--- src/hdl/plc_alu_pkg.sv ---
// Shared constants, types and helpers for the ladder arithmetic/logic block.
// Assumes a single core clock; all users import the whole package.
package plc_alu_pkg;

  localparam int ADDR_W = 16;
  localparam int REG_AW = 4;

  // Function block selector
  typedef enum logic [2:0]
  {
    OP_ADD = 3'h0,
    OP_SUB = 3'h1,
    OP_AND = 3'h2,
    OP_OR  = 3'h3,
    OP_XOR = 3'h4,
    OP_NOT = 3'h5
  } op_t;

  // Sequencer states, one-hot
  typedef enum logic [6:0]
  {
    ST_IDLE   = 7'h01,
    ST_ISSUE  = 7'h02,
    ST_RDWAIT = 7'h04,
    ST_CAPT   = 7'h08,
    ST_CALC   = 7'h10,
    ST_WRITE  = 7'h20,
    ST_FIN    = 7'h40
  } seq_state_t;

  // Operand byte slots: 0/1 first operand, 2/3 second operand
  localparam logic [2:0] BYTE_FIRST = 3'h0;
  localparam logic [2:0] BYTE_NONE = 3'h4;

  // Register offsets and fields
  localparam logic [REG_AW-1:0] REG_CTRL = 4'h0;
  localparam logic [REG_AW-1:0] REG_STATUS = 4'h4;
  localparam logic [REG_AW-1:0] REG_RESULT = 4'h8;
  localparam logic [REG_AW-1:0] REG_COUNT = 4'hc;
  localparam int CTRL_ENABLE_BIT = 0;
  localparam int STAT_ADD_BIT = 0;
  localparam int STAT_SUB_BIT = 1;
  localparam int STAT_BUSY_BIT = 2;
  localparam logic CTRL_ENABLE_RST = 1'b1;
  localparam logic [15:0] COUNT_RST = 16'h0000;

  // Longest accepted-to-done time: four byte reads, calc, two writes, finish
  localparam int DONE_MAX_CYC = 17;

  // Clip a value to the selected operand width
  function automatic logic [15:0] fitWidth(input logic [15:0] v, input logic wide);
    return wide ? v : {8'h00, v[7:0]};
  endfunction

endpackage

--- src/hdl/plc_alu_if.sv ---
// Internal carriers: main sequencer to arithmetic core, and to register file.
// Assumes plc_alu_pkg is compiled first.
`timescale 1ns/1ps

interface alu_if;
  import plc_alu_pkg::*;
  op_t op;
  logic wide;
  logic [15:0] a;
  logic [15:0] b;
  logic [15:0] result;
  logic outOfRange;
  modport client (output op, output wide, output a, output b, input result, input outOfRange);
  modport alu (input op, input wide, input a, input b, output result, output outOfRange);
endinterface

interface reg_if;
  logic enable;
  logic addFlag;
  logic subFlag;
  logic busy;
  logic [15:0] lastResult;
  logic opDone;
  modport regs (output enable, input addFlag, input subFlag, input busy, input lastResult, input opDone);
  modport core (input enable, output addFlag, output subFlag, output busy, output lastResult, output opDone);
endinterface

--- src/hdl/alu_core.sv ---
// Combinational byte/word arithmetic and bitwise core.
// Assumes operands already clipped to the selected width.
`timescale 1ns/1ps

module alu_core
  import plc_alu_pkg::*;
(
  // Operands and result
  alu_if.alu aluBus
);

  logic [16:0] sum;
  logic [16:0] diff;
  logic [15:0] raw;
  logic over;

  always_comb
  begin
    sum = {1'b0, aluBus.a} + {1'b0, aluBus.b};
    diff = {1'b0, aluBus.a} - {1'b0, aluBus.b};
    raw = aluBus.a;
    over = 1'b0;
    case (aluBus.op)
      OP_ADD:
      begin
        raw = sum[15:0];
        over = aluBus.wide ? sum[16] : sum[8];
      end
      OP_SUB:
      begin
        // Unsigned: a borrow means the difference left the width
        raw = diff[15:0];
        over = diff[16];
      end
      OP_AND: raw = aluBus.a & aluBus.b;
      OP_OR: raw = aluBus.a | aluBus.b;
      OP_XOR: raw = aluBus.a ^ aluBus.b;
      OP_NOT: raw = ~aluBus.a;
      default: raw = aluBus.a;
    endcase
  end

  assign aluBus.result = fitWidth(raw, aluBus.wide);
  assign aluBus.outOfRange = over;

endmodule

--- src/hdl/ctrl_regs.sv ---
// Software register file: enable control, status, last result, operation count.
// Assumes read data is wanted exactly one cycle after the read strobe.
`timescale 1ns/1ps

module ctrl_regs
  import plc_alu_pkg::*;
(
  // Clock and reset
  input wire logic core_clk,
  input wire logic rst,
  // Register port
  input wire logic [REG_AW-1:0] regAddr,
  input wire logic [31:0] regWrData,
  input wire logic regWr,
  input wire logic regRd,
  output logic [31:0] regRdData,
  // Core side
  reg_if.regs regBus
);

  typedef struct packed {
    logic enable;
    logic [15:0] count;
    logic [31:0] rdData;
  } regs_t;

  regs_t r;
  regs_t next_r;

  always_comb
  begin
    next_r = r;
    next_r.rdData = 32'h0000_0000;
    if (regWr && regAddr == REG_CTRL)
    begin
      next_r.enable = regWrData[CTRL_ENABLE_BIT];
    end
    if (regBus.opDone)
    begin
      next_r.count = 16'(r.count + 16'h0001);
    end
    if (regRd)
    begin
      if (regAddr == REG_CTRL)
      begin
        next_r.rdData[CTRL_ENABLE_BIT] = r.enable;
      end
      else if (regAddr == REG_STATUS)
      begin
        next_r.rdData[STAT_ADD_BIT] = regBus.addFlag;
        next_r.rdData[STAT_SUB_BIT] = regBus.subFlag;
        next_r.rdData[STAT_BUSY_BIT] = regBus.busy;
      end
      else if (regAddr == REG_RESULT)
      begin
        next_r.rdData[15:0] = regBus.lastResult;
      end
      else if (regAddr == REG_COUNT)
      begin
        next_r.rdData[15:0] = r.count;
      end
    end
  end

  always_ff @(posedge core_clk)
  begin
    if (rst)
    begin
      r <= '0;
      r.enable <= CTRL_ENABLE_RST;
      r.count <= COUNT_RST;
    end
    else
    begin
      r <= next_r;
    end
  end

  assign regRdData = r.rdData;
  assign regBus.enable = r.enable;

endmodule

--- src/hdl/plc_arith_logic_ops.sv ---
// Ladder function-block unit: add, subtract, AND, OR, XOR, NOT on 1 or 2 bytes.
// Assumes a byte-wide data memory with one-cycle read latency on the same clock.
//
// Our own choices: the address-and-strobe port and the register offsets.
`timescale 1ns/1ps

module plc_arith_logic_ops
  import plc_alu_pkg::*;
(
  // Clock and reset
  input wire logic core_clk,
  input wire logic rst,
  // Scan sequencer request
  input wire logic reqValid,
  output logic reqReady,
  input wire op_t reqOp,
  input wire logic reqExec,
  input wire logic reqWide,
  input wire logic reqConst,
  input wire logic [15:0] reqConstVal,
  input wire logic [ADDR_W-1:0] reqAddrA,
  input wire logic [ADDR_W-1:0] reqAddrB,
  input wire logic [ADDR_W-1:0] reqAddrC,
  output logic doneStrobe,
  // Result flags
  input wire logic addFlagClear,
  input wire logic subFlagClear,
  output logic addFlag,
  output logic subFlag,
  // Data memory
  output logic memRd,
  output logic memWr,
  output logic [ADDR_W-1:0] memAddr,
  output logic [7:0] memWrData,
  input wire logic [7:0] memRdData,
  // Register port
  input wire logic [REG_AW-1:0] regAddr,
  input wire logic [31:0] regWrData,
  input wire logic regWr,
  input wire logic regRd,
  output logic [31:0] regRdData
);

  typedef struct packed {
    seq_state_t st;
    op_t op;
    logic exec;
    logic wide;
    logic useB;
    logic [2:0] idx;
    logic [15:0] a;
    logic [15:0] b;
    logic [ADDR_W-1:0] addrA;
    logic [ADDR_W-1:0] addrB;
    logic [ADDR_W-1:0] addrC;
    logic [15:0] result;
    logic addFlag;
    logic subFlag;
    logic memRd;
    logic memWr;
    logic [ADDR_W-1:0] memAddr;
    logic [7:0] memWrData;
    logic done;
  } ctx_t;

  ctx_t ctx;
  ctx_t next_ctx;

  alu_if aluBus ();
  reg_if regBus ();

  alu_core u_alu
  (
    .aluBus(aluBus)
  );

  ctrl_regs u_regs
  (
    .core_clk(core_clk),
    .rst(rst),
    .regAddr(regAddr),
    .regWrData(regWrData),
    .regWr(regWr),
    .regRd(regRd),
    .regRdData(regRdData),
    .regBus(regBus)
  );

  // Byte address within a 1 or 2 byte field, low byte first
  function automatic logic [ADDR_W-1:0] byteAddr(input logic [ADDR_W-1:0] base, input logic hi);
    return ADDR_W'(base + {{(ADDR_W-1){1'b0}}, hi});
  endfunction

  // Next operand byte to fetch, skipping high bytes in byte mode and a constant operand
  function automatic logic [2:0] nextByte(input logic [2:0] k, input logic wide, input logic useB);
    logic [2:0] n;
    n = 3'(k + 3'h1);
    if (n == 3'h1 && !wide)
    begin
      n = 3'h2;
    end
    if (n == 3'h2 && !useB)
    begin
      n = BYTE_NONE;
    end
    else if (n == 3'h3 && !wide)
    begin
      n = BYTE_NONE;
    end
    return n;
  endfunction

  logic accept;
  logic [2:0] fetchNext;

  // Refusing new work while software holds the block disabled
  assign reqReady = (ctx.st == ST_IDLE) && regBus.enable;
  assign accept = reqValid && reqReady;
  assign fetchNext = nextByte(ctx.idx, ctx.wide, ctx.useB);

  always_comb
  begin
    next_ctx = ctx;
    next_ctx.memRd = 1'b0;
    next_ctx.memWr = 1'b0;
    next_ctx.done = 1'b0;
    case (ctx.st)
      ST_IDLE:
      begin
        if (accept)
        begin
          next_ctx.op = reqOp;
          next_ctx.wide = reqWide;
          next_ctx.exec = reqExec && (reqOp <= OP_NOT);
          // Inversion has no second operand, so the constant choice is ignored
          next_ctx.useB = !reqConst && (reqOp != OP_NOT);
          next_ctx.a = 16'h0000;
          next_ctx.b = reqConst ? fitWidth(reqConstVal, reqWide) : 16'h0000;
          next_ctx.addrA = reqAddrA;
          next_ctx.addrB = reqAddrB;
          next_ctx.addrC = reqAddrC;
          next_ctx.idx = BYTE_FIRST;
          // Not executing: straight to finish, no reads, no writes, flags kept
          next_ctx.st = next_ctx.exec ? ST_ISSUE : ST_FIN;
        end
      end
      ST_ISSUE:
      begin
        next_ctx.memRd = 1'b1;
        next_ctx.memAddr = ctx.idx[1] ? byteAddr(ctx.addrB, ctx.idx[0]) : byteAddr(ctx.addrA, ctx.idx[0]);
        next_ctx.st = ST_RDWAIT;
      end
      ST_RDWAIT:
      begin
        next_ctx.st = ST_CAPT;
      end
      ST_CAPT:
      begin
        case (ctx.idx)
          3'h0: next_ctx.a[7:0] = memRdData;
          3'h1: next_ctx.a[15:8] = memRdData;
          3'h2: next_ctx.b[7:0] = memRdData;
          default: next_ctx.b[15:8] = memRdData;
        endcase
        next_ctx.idx = fetchNext;
        next_ctx.st = (fetchNext == BYTE_NONE) ? ST_CALC : ST_ISSUE;
      end
      ST_CALC:
      begin
        next_ctx.result = aluBus.result;
        if (ctx.op == OP_ADD)
        begin
          next_ctx.addFlag = aluBus.outOfRange;
        end
        if (ctx.op == OP_SUB)
        begin
          next_ctx.subFlag = aluBus.outOfRange;
        end
        next_ctx.idx = BYTE_FIRST;
        next_ctx.st = ST_WRITE;
      end
      ST_WRITE:
      begin
        next_ctx.memWr = 1'b1;
        next_ctx.memAddr = byteAddr(ctx.addrC, ctx.idx[0]);
        next_ctx.memWrData = ctx.idx[0] ? ctx.result[15:8] : ctx.result[7:0];
        next_ctx.idx = 3'h1;
        next_ctx.st = (ctx.idx[0] || !ctx.wide) ? ST_FIN : ST_WRITE;
      end
      ST_FIN:
      begin
        next_ctx.done = 1'b1;
        next_ctx.st = ST_IDLE;
      end
      default:
      begin
        next_ctx.st = ST_IDLE;
      end
    endcase
    // Clear beats a result landing in the same cycle
    if (addFlagClear)
    begin
      next_ctx.addFlag = 1'b0;
    end
    if (subFlagClear)
    begin
      next_ctx.subFlag = 1'b0;
    end
  end

  always_ff @(posedge core_clk)
  begin
    if (rst)
    begin
      ctx <= '0;
      ctx.st <= ST_IDLE;
      ctx.op <= OP_ADD;
    end
    else
    begin
      ctx <= next_ctx;
    end
  end

  assign aluBus.op = ctx.op;
  assign aluBus.wide = ctx.wide;
  assign aluBus.a = fitWidth(ctx.a, ctx.wide);
  assign aluBus.b = fitWidth(ctx.b, ctx.wide);

  // Mask makes the forcing visible in the same cycle the clear rises
  assign addFlag = ctx.addFlag && !addFlagClear;
  assign subFlag = ctx.subFlag && !subFlagClear;
  assign doneStrobe = ctx.done;
  assign memRd = ctx.memRd;
  assign memWr = ctx.memWr;
  assign memAddr = ctx.memAddr;
  assign memWrData = ctx.memWrData;

  assign regBus.addFlag = ctx.addFlag;
  assign regBus.subFlag = ctx.subFlag;
  assign regBus.busy = (ctx.st != ST_IDLE);
  assign regBus.lastResult = ctx.result;
  assign regBus.opDone = ctx.done && ctx.exec;

  chk_write_needs_exec: assert property (
    @(posedge core_clk) disable iff (rst) memWr |-> ctx.exec)
    else $error("memory written without execute");

  chk_add_flag_hold: assert property (
    @(posedge core_clk) disable iff (rst)
    ($changed(ctx.addFlag) && !$past(addFlagClear)) |-> ($past(ctx.st) == ST_CALC && $past(ctx.op) == OP_ADD))
    else $error("add flag moved outside an executing add");

  chk_sub_flag_hold: assert property (
    @(posedge core_clk) disable iff (rst)
    ($changed(ctx.subFlag) && !$past(subFlagClear)) |-> ($past(ctx.st) == ST_CALC && $past(ctx.op) == OP_SUB))
    else $error("sub flag moved outside an executing subtract");

  chk_flag_clear_force: assert property (
    @(posedge core_clk) disable iff (rst) (addFlagClear ##1 addFlagClear) |-> (!ctx.addFlag && !addFlag))
    else $error("add flag not forced low by clear");

  chk_sub_clear_force: assert property (
    @(posedge core_clk) disable iff (rst) (subFlagClear ##1 subFlagClear) |-> (!ctx.subFlag && !subFlag))
    else $error("sub flag not forced low by clear");

  chk_add_flag_value: assert property (
    @(posedge core_clk) disable iff (rst)
    (ctx.st == ST_CALC && ctx.op == OP_ADD && !addFlagClear) |=> ctx.addFlag == $past(aluBus.outOfRange))
    else $error("add flag differs from overflow");

  chk_sub_flag_value: assert property (
    @(posedge core_clk) disable iff (rst)
    (ctx.st == ST_CALC && ctx.op == OP_SUB && !subFlagClear) |=> ctx.subFlag == (ctx.result > $past(aluBus.a)))
    else $error("sub flag differs from borrow");

  chk_write_span: assert property (
    @(posedge core_clk) disable iff (rst)
    memWr |-> (memAddr == ctx.addrC || (ctx.wide && memAddr == byteAddr(ctx.addrC, 1'b1))))
    else $error("write outside the destination field");

  chk_idle_no_access: assert property (
    @(posedge core_clk) disable iff (rst) (accept && !reqExec) |=> (ctx.st == ST_FIN) ##1 (doneStrobe && !memWr))
    else $error("non-executing request did not finish quietly");

  chk_not_no_b: assert property (
    @(posedge core_clk) disable iff (rst) (ctx.op == OP_NOT && ctx.st == ST_ISSUE) |-> !ctx.idx[1])
    else $error("inversion fetched a second operand");

  chk_done_bound: assert property (
    @(posedge core_clk) disable iff (rst) accept |-> ##[1:17] doneStrobe)
    else $error("request not finished in time");

endmodule

--- config.mk ---
export PLATFORM = sky130hd
export DESIGN_NAME = plc_arith_logic_ops
export DESIGN_NICKNAME = d
export VERILOG_FILES = /design/src/hdl/plc_alu_pkg.sv /design/src/hdl/plc_alu_if.sv /design/src/hdl/alu_core.sv /design/src/hdl/ctrl_regs.sv /design/src/hdl/plc_arith_logic_ops.sv
export SDC_FILE = /design/constraint.sdc
export NUM_CORES = 1
export LEC_CHECK = 0
export ABC_AREA = 1
export BUFFER_PORTS_ARGS = -buffer_cell sky130_fd_sc_hd__buf_4
export CORE_UTILIZATION = 25
export CTS_CLUSTER_DIAMETER = 30
export DETAILED_ROUTE_END_ITERATION = 8
export GPL_ROUTABILITY_DRIVEN = 0
export GPL_TIMING_DRIVEN = 0
export SYNTH_ARGS = -nofsm -noshare
export SYNTH_HDL_FRONTEND = slang
export SYNTH_SLANG_ARGS = --single-unit
--- constraint.sdc ---
create_clock -name core_clk -period 3.6 [get_ports core_clk]
set_input_delay 0 -clock core_clk [delete_from_list [all_inputs] [get_ports core_clk]]
set_output_delay 0 -clock core_clk [all_outputs]
set_load 0.1 [all_outputs]
# [Word-level counts from Yosys, hierarchy flattened]
# Index checks and enable logic that the tools add are counted.
[word_totals] ff_bits=190 input_bits=121 output_inout_bits=62 elab_cells=137
[op_classes] add_sub_neg=7 n_lt_le_gt_ge=1 eq_ne=28 n_mux=32 n_bitwise=5 reduce_logical=37
[op_table] op="2-to-1 mux 16 bit" n=8
[op_table] op="2-to-1 mux 96 bit" n=1
[op_table] op="case mux 16 bit (6 select lines)" n=1
[op_table] op="case mux 32 bit (2 select lines)" n=1
[op_table] op="adder 16 x 1 -> 16 bit" n=3
[op_table] op="case mux 7 bit (6 select lines)" n=1
[op_table] op="2-to-1 mux 8 bit" n=5
[op_table] op="case mux 16 bit (2 select lines)" n=1
[op_table] op="adder 16 x 16 -> 17 bit" n=1
[op_table] op="subtractor 16 x 16 -> 17 bit" n=1
[op_table] op="adder 16 x 1 -> 16 bit (second input constant)" n=1
[op_table] op="bitwise AND 16 bit" n=1
[op_table] op="NOT 16 bit" n=1
[op_table] op="OR 16 bit" n=1
[op_table] op="bitwise XOR 16 bit" n=1
[op_table] op="== test 3 x 2 -> 1 bit (second input constant)" n=5
[op_table] op="2-to-1 mux 7 bit" n=2
[op_table] op="2-to-1 mux 3 bit" n=4
[op_table] op="case mux 3 bit (4 select lines)" n=1
[op_table] op="AND reduction 3 bit" n=4
[op_table] op="logical AND 1 bit" n=11
[op_table] op="== test 3 x 1 -> 1 bit (second input constant)" n=3
[op_table] op="== test 3 bit (second input constant)" n=3
[op_table] op="== test 4 bit (second input constant)" n=2
[op_table] op="other kinds (27)" n=47

# [Depth between registers and ports, before layout]
# Gate-level depths: netlist (run 1).
[logic_depth] ltp_word=11 ltp_mapped=17 ltp_nobuf=16

# [Hierarchy]
# A second synthesis (run 1) with hierarchy kept.
[hier_totals] cells_unflattened=1826 hier_area_um2=11688.7
[by_module_without_submodules] module="plc_arith_logic_ops" instances=1 cells_per_inst=996 area_per_inst_um2=6809.0 seq_area_each_um2=2822.7
[by_module_without_submodules] module="alu_core" instances=1 cells_per_inst=592 area_per_inst_um2=3116.7 seq_area_each_um2=0.0
[by_module_without_submodules] module="ctrl_regs" instances=1 cells_per_inst=238 area_per_inst_um2=1762.9 seq_area_each_um2=660.6

# [Worst setup path after synthesis (run 1)]
# No wires, ideal clock.
[synth_timing] path_kind="register to register" from="register ctx (netlist bit aluBus.wide)" to="register ctx (netlist bit regBus.lastResult[15])" setup_ns=0.132 t_arrival_ns=2.375 t_required_ns=3.468 setup_slack_ns=1.092 stages_incl_launch_ff=16 n_path_buf=3 period_less_slack_ns=2.508 cell_sequence="dfxtp_1 clkbuf_1 buf_1 nand2_1 ha_1 clkbuf_1 inv_1 nor3_1 and2_1 nand2_1 nand2_1 nand2_1 nand3_1 nand3_1 nand2_1 a21oi_1"
[synth_via] elab_chain_len=4 elab_cells_between_ends=10 classes_between="2 x add/sub; 4 x mux; 4 x bitwise"
[synth_rtl] item="start, declared" line_no="plc_arith_logic_ops.sv:66" text="ctx_t ctx;"
[synth_rtl] item="start signal, assigned" line_no="plc_arith_logic_ops.sv:221" text="ctx <= next_ctx;"
[synth_rtl] item="2-to-1 mux 16 bit" line_no="plc_alu_pkg.sv:52" text="return wide ? v : {8'h00, v[7:0]};"
[synth_rtl] item="subtractor 16 x 16 -> 17 bit (tied with other cells)" line_no="alu_core.sv:20" text="diff = {1'b0, aluBus.a} - {1'b0, aluBus.b};"
[synth_rtl] item="case mux 16 bit (6 select lines)" line_no="alu_core.sv:23" text="case (aluBus.op)"
[synth_rtl] item="2-to-1 mux 16 bit *" line_no="plc_alu_pkg.sv:52"
# Mark *: on every way between the ends. The rest lies on a longest branch, timed or not.
# A chain may end at the register's enable or synchronous reset.

# [Final worst setup path (run 1)]
# Same ends and word-level chain as after synthesis.

==> run_results.csv, run 1 <==
group,metric,value,unit
status,status,"complete, no violations",
drt,first_pass_iters,6,
worst_setup_path,end_kind,"flop",
logic_synthesis,synth.top_cell.area_share,31.2,%
cells_and_area,final_util,32.6,%
worst_setup_path,crit_path_top_delay_cell,"dfxtp_1",
clock_network,cts_root_buf,"clkbuf_16",
timing,timing.slew.headroom,41.2,%
timing,slew_violations,0,
clock_network,tritoncts,"built",
timing,hold_violations,0,
clock_network,cts.path.max_buffers,2,
timing,hold_slack,0.0750,ns
placement,dpl.cell_count,2405,
placement,io_buffers,131,
placement,dp.final_hpwl,31.4,mm
cells_and_area,antenna-diode-count,0,
global_route,first_global_vias,11100,
logic_synthesis,syn_area_per_cell,6.71,µm²
worst_setup_path,path_max_fanout,10,
global_route,antenna_found_initial,2,
drt,vias,12000,
drt,drtAntennaViolNets,0,
global_route,grt_pass1_wl,60.3,mm
timing,finalCritPeriodShare,91.1,%
worst_setup_path,cp.required,3.89,ns
floorplanning,start_util,25.3,%
floorplanning,die_area,0.0456,mm²
logic_synthesis,syn_area,0.0112,mm²
hold_path,hold_path_class,"primary input to flop",
clock_network,numCtsBuffers,17,
drt,vias_per_cell,4.78,
timing,rsz0062_at_grt,"false",
worst_setup_path,path_cells,"clkbuf_2 > buf_2 > nand2_1 > ha_1 > clkbuf_1 > inv_1 > nor3_1 > and2_1 > nand2_1 > nand2_1 > nand2_1 > nand3_1 > nand3_1 > nand2_1 > a21oi_1",
floorplanning,die_h,213,µm
global_route,overflow,0,
global_route,track_usage,17.2,%
drt,wirelength,39.6,mm
logic_synthesis,yosys-top-cells-area,"dfxtp_1 31%, nand2_1 12%, a21oi_1 7.4%",
drt,drt_iter0_markers,1060,
cells_and_area,final_cells,2522,
job,cap_violations,0,
worst_setup_path,cpPeakStageDelay,0.44,ns
timing,skew,0.0102,ns
clock_network,clkLatencyLatePin,0.44,ns
floorplanning,die_x,213,µm
logic_synthesis,yosys_warnings,0,
floorplanning,core-area,0.0441,mm²
logic_synthesis,synthCells,1667,
logic_synthesis,ys_seq_area_share,31.2,%
floorplanning,fp-row-count,77,
cells_and_area,drive_gt1_share,15.6,%
worst_setup_path,cp_common_cell,"nand2_1",
drt,wl_per_cell,15.7,µm
worst_setup_path,crit_arrival,3.57,ns
clock_network,htreeDepth,4,
timing,fmax,305,MHz
global_route,grt_max_degree,17,
cells_and_area,area_delta_synth_final,28.8,%
logic_synthesis,yosysTopAreaCell,"dfxtp_1",
power_and_ir_drop,ir_drop,267,µV
logic_synthesis,synth_seq_cells,174,
worst_setup_path,worst_setup_path_start_kind,"flop",
power_and_ir_drop,power,6.09,mW
timing,worstMarginPinSlew,0.882,ns
cells_and_area,n_fill_cell,4775,
cells_and_area,nets,2103,
floorplanning,ios,183,
drt,drc_errors,0,
clock_network,clkTransAtPathRegs,0.07,ns
logic_synthesis,ys_types,53,
clock_network,cts_sinks,174,
worst_setup_path,crit_type,"flop to flop",
timing,setup_viol,0,
timing,fin_crit,3.28,ns
power_and_ir_drop,cellLeakagePower,6.54,nW
power_and_ir_drop,power_density,423,mW/mm²
timing,tns,0,ns
==> final timing paths <==
kind / endpoint / start / slack [ns] / cells after the start
max: regBus.lastResult[15] / aluBus.wide / 0.32 / 15
min: ctx[107] / reqConst / 0.07 / 4
max reg2reg: regBus.lastResult[15] / aluBus.wide / 0.32 / 15
min reg2reg: ctx[45] / ctx[45] / 0.45 / 2
==> metal layers <==
layer	wire length, µm	vias to the layer above	track usage (%)
met5	15	-	0
met4	965	2	5.39
met3	3380	68	3.60
met2	17200	530	26.3
met1	18100	5544	23.9
li1	-	5902	-
==> worst max-delay path, delay by kind of cell (launching register included) <==
| family | cells | cell delay, ns |
|---|---|---|
| simple gates | 9 | 1.18 |
| buf+inv | 4 | 1.15 |
| flops | 1 | 0.44 |
| fa+ha+maj | 1 | 0.29 |
| compound gates | 1 | 0.08 |
==> layout make-up <==
class | count | area, µm² | area share [%]
Inverter | 209 | 788 | 5.47
Tap cell | 592 | 741 | 5.14
Timing Repair Buffer | 217 | 1840 | 12.8
Clock inverter | 10 | 105 | 0.730
Buffer | 130 | 781 | 5.42
Sequential cell | 174 | 3480 | 24.2
Clock buffer | 21 | 470 | 3.27
Multi-Input combinational cell | 1169 | 6190 | 43.0
==> sequential cells by signal, summed over array words and instances, names as in the netlist, 3 cells and up <==
register / count
aluBus.op: 3
memAddr: 16
u_regs.regRdData: 16
ctx: 92
memWrData: 8
regBus.lastResult: 16
u_regs.r: 16
==> Yosys cell counts, drive strengths merged <==
cell type	instances
conb	1
nor4	1
a221oi	2
o21a	2
o211a	8
nor3b	3
a21o	8
a22oi	2
o22ai	16
nand3	133
o21ai	134
xnor2	1
clkbuf	47
nand4	30
nor3	25
a31oi	9
inv	206
clkinv	3
fa	2
o311ai	1
buf	83
o221ai	2
xor2	2
o211ai	11
nand2	390
a211oi	4
ha	62
o21bai	11
a21oi	166
dfxtp	174
and2	3
nor2	120
nand3b	1
o41ai	1
o2111ai	3
==> cell usage in the layout, fill, tap and decap left out, types with 3 or more instances in the layout <==
cell and n:
clkbuf_8 3, o21ai_1 7, o211a_1 8, clkbuf_1 47, conb_1 16, nor3b_1 3
nor2_2 10, inv_1 200, o21bai_1 10, a21oi_1 166, nand3_1 131, nor3_1 24
o2111ai_1 3, clkinv_4 3, o21ai_0 122, o21ai_2 5, o22ai_1 16, dfxtp_1 174
nor2_1 100, dlygate4sd3_1 86, nand4_1 29, buf_6 3, clkbuf_16 17, a211oi_1 4
buf_4 193, nand2_2 17, o211ai_1 11, and2_1 3, nor2_4 9, a21o_1 8
a31oi_1 9, nand2_4 4, nand2_1 369, buf_2 16, ha_1 62, inv_2 5
==> kinds of logic after synthesis <==
group,after synthesis,share of synthesized area (%)
AND/OR/NAND/NOR,706,28.3
other,1,0.0335
flip-flops,174,31.2
buffers and inverters,339,14.0
XOR/XNOR,3,0.235
adder cells (fa/ha/maj),64,7.30
AO/OA/AOI/OAI,380,19.0
==> stage by stage <==
step	area (µm²)	worst slack (ns)
after global routing	14400	0.0858
after floorplan	11200	1.09
final	14400	0.320
after global placement	13000	-0.0159
after detailed placement	13000	-0.00857
after CTS	14400	0.222
==> what timing repair did <==
item | 4_1_cts | 5_1_grt
setup endpoints to repair | 2 | 2
buffers inserted | 0 | 0
pin swaps | 0 | 0
hold buffers | 86 | 0
hold endpoints to repair | 96 | 0
resized for setup | 1 | 3
==> report_power, final <==
group	switching (mW)	leakage, nW	internal, mW
clock	0.820	0.278	1.02
sequential	0.142	1.42	2.07
combinational	1.37	4.85	0.672
No activity file was read; power rests on OpenSTA's default activity.
==> run 2: changes to the inputs <==
--- a/config.mk
+++ b/config.mk
@@ -7,11 +7,12 @@
 export LEC_CHECK = 0
 export ABC_AREA = 1
 export BUFFER_PORTS_ARGS = -buffer_cell sky130_fd_sc_hd__buf_4
-export CORE_UTILIZATION = 25
+export CORE_UTILIZATION = 58
 export CTS_CLUSTER_DIAMETER = 30
 export DETAILED_ROUTE_END_ITERATION = 8
 export GPL_ROUTABILITY_DRIVEN = 0
 export GPL_TIMING_DRIVEN = 0
+export PLACE_DENSITY = 0.82
 export SYNTH_ARGS = -nofsm -noshare
 export SYNTH_HDL_FRONTEND = slang
 export SYNTH_SLANG_ARGS = --single-unit
==> run_results.csv, run 2 (synthesized netlist as in run 1, its figures left out) <==
group,metric,value,unit
status,status,"complete, no violations",
worst_setup_path,worstRegToRegCells,13,
cells_and_area,mostFrequentLayoutCells,"369 x nand2_1, 200 x inv_1, 193 x buf_4, 174 x dfxtp_1, 166 x a21oi_1",
cells_and_area,final_util,74.2,%
cells_and_area,drive_gt1_share,15.5,%
clock_network,clkLatencyLatePin,0.43,ns
job,cap_violations,0,
drt,drt_iter0_markers,1217,
global_route,antenna_found_initial,2,
cells_and_area,largest_reg_flops,92,
worst_setup_path,crit_path_top_delay_cell,"o21ai_0",
timing,timing.slew.headroom,45.7,%
floorplanning,die_h,141,µm
drt,drc_errors,0,
timing,worstMarginPinSlew,0.808,ns
global_route,grt_pass1_wl,59.3,mm
worst_setup_path,path_delay_family,"buffers and inverters",
hold_path,hold_path_class,"primary input to flop",
timing,fmax,302,MHz
floorplanning,core-area,0.0188,mm²
worst_setup_path,path_max_fanout,10,
cells_and_area,area_delta_synth_final,24.6,%
floorplanning,ios,183,
power_and_ir_drop,ir_drop,414,µV
drt,drtAntennaViolNets,0,
worst_setup_path,cp.required,3.89,ns
worst_setup_path,cp_common_cell,"nand2_1",
clock_network,clkTransAtPathRegs,0.06,ns
worst_setup_path,regToRegSetupSlack,0.29,ns
clock_network,cts_root_buf,"clkbuf_16",
clock_network,post_cts_buffers,0,
cells_and_area,final_common_cell,"nand2_1",
drt,vias_per_cell,5.90,
worst_setup_path,crit_arrival,3.61,ns
worst_setup_path,cpPeakStageDelay,0.43,ns
clock_network,cts.path.max_buffers,2,
placement,dpl.cell_count,2047,
cells_and_area,final_cells,2167,
timing,hold_slack,0.0126,ns
drt,first_pass_iters,6,
floorplanning,die_x,141,µm
global_route,grtUsageMet2,61.7,%
cells_and_area,largest-register,"ctx",
global_route,overflow,0,
timing,fin_ws,0.287,ns
drt,wl_per_cell,17.8,µm
global_route,globalRouteMet1Util,48.0,%
timing,slew_violations,0,
power_and_ir_drop,cellLeakagePower,6.52,nW
power_and_ir_drop,power,6.01,mW
timing,rsz0062_at_grt,"false",
global_route,busiest_layer,"met2",
floorplanning,fp-row-count,50,
placement,io_buffers,131,
clock_network,cts_sinks,174,
cells_and_area,n_fill_cell,1451,
timing,setup_viol,0,
floorplanning,start_util,59.6,%
timing,fin_crit,3.31,ns
worst_setup_path,crit_type,"flop to flop",
cells_and_area,nets,2102,
clock_network,numCtsBuffers,17,
global_route,first_global_vias,11600,
worst_setup_path,end_kind,"flop",
worst_setup_path,path_cells,"clkbuf_2 > buf_2 > nand2_1 > ha_1 > clkbuf_1 > nand2_1 > nor2_1 > and2_1 > nand2_1 > nand3_1 > a21oi_1 > o21ai_0 > a21oi_1",
power_and_ir_drop,power_density,432,mW/mm²
drt,vias,12800,
global_route,grt_max_degree,17,
timing,finalCritPeriodShare,92.0,%
clock_network,htreeDepth,4,
drt,wirelength,38.7,mm
placement,dp.final_hpwl,26.6,mm
global_route,track_usage,38.3,%
worst_setup_path,worst_setup_path_start_kind,"flop",
worst_setup_path,path_depth,13,
floorplanning,die_area,0.0198,mm²
clock_network,tritoncts,"built",
global_route,grt.met3_usage,7.40,%
placement,post-place-ws,-0.0184,ns
worst_setup_path,path_buf_inv,3,
timing,skew,0.0129,ns
hold_path,hold-path-cell-count,4,
timing,hold_violations,0,
-- run 2: cell types whose count changed in the layout (fill, tap and decap cells not counted) --
cell,before,now
clkbuf_1,47,48
clkbuf_8,3,2
clkinv_4,3,0
clkinvlp_4,2,3
diode_2,0,6
dlygate4sd3_1,86,85
inv_6,2,3
inv_8,1,0
o21ai_0,122,123
o21ai_1,7,6
-- run 2: report_power, final --
part	switching [mW]	total (mW)	internal, mW
Combinational	1.38	2.05	0.669
Clock	0.771	1.75	0.983
Sequential	0.135	2.21	2.07
Total	2.29	6.01	3.72
-- run 2: stage by stage --
| step | cell area [µm²] | setup TNS (ns) |
|---|---|---|
| after floorplan | 11200 | 0 |
| after global placement | 12500 | -0.0122 |
| after detailed placement | 12500 | -0.0283 |
| after CTS | 13900 | 0 |
| after global routing | 13900 | 0 |
| final | 13900 | 0 |
-- run 2: repair_timing --
action | 4_1_cts | 5_1_grt
gates resized for setup | 1 | 2
hold endpoints to repair | 94 | 0
hold buffers | 85 | 0
endpoints found under the setup margin | 2 | 1
-- run 2: area by class of cell --
class	count	area, µm²	share of cell area, %
Buffer	130	781	5.61
Multi-Input combinational cell	1169	6190	44.4
Tap cell	234	293	2.10
Clock buffer	21	460	3.31
Clock inverter	8	83.8	0.602
Antenna cell	6	15.0	0.108
Inverter	209	788	5.66
Sequential cell	174	3480	25.0
Timing Repair Buffer	216	1830	13.2
-- run 2: worst register-to-register path, delay by kind of cell, from the launching register on --
kind	cells	cell delay, ns
AOI/OAI and AO/OA	3	0.61
adders and majority gates	1	0.32
buffers and inverters	3	0.94
DFF	1	0.41
and+or+nand+nor	6	0.90
-- run 2: final timing paths --
check / start / end
worst max-delay path: aluBus.wide / regBus.subFlag
worst max register to register: aluBus.wide / regBus.subFlag
worst min-delay path: reqConstVal[5] / ctx[98]
worst min register to register: ctx[91] / ctx[91]
-- run 2: metal layers --
| metal | vias up | part of all wire, % |
|---|---|---|
| met5 | - | 0 |
| met2 | 951 | 45 |
| met1 | 5700 | 38 |
| met3 | 233 | 11 |
| met4 | 0 | 6.2 |
| li1 | 5911 | - |
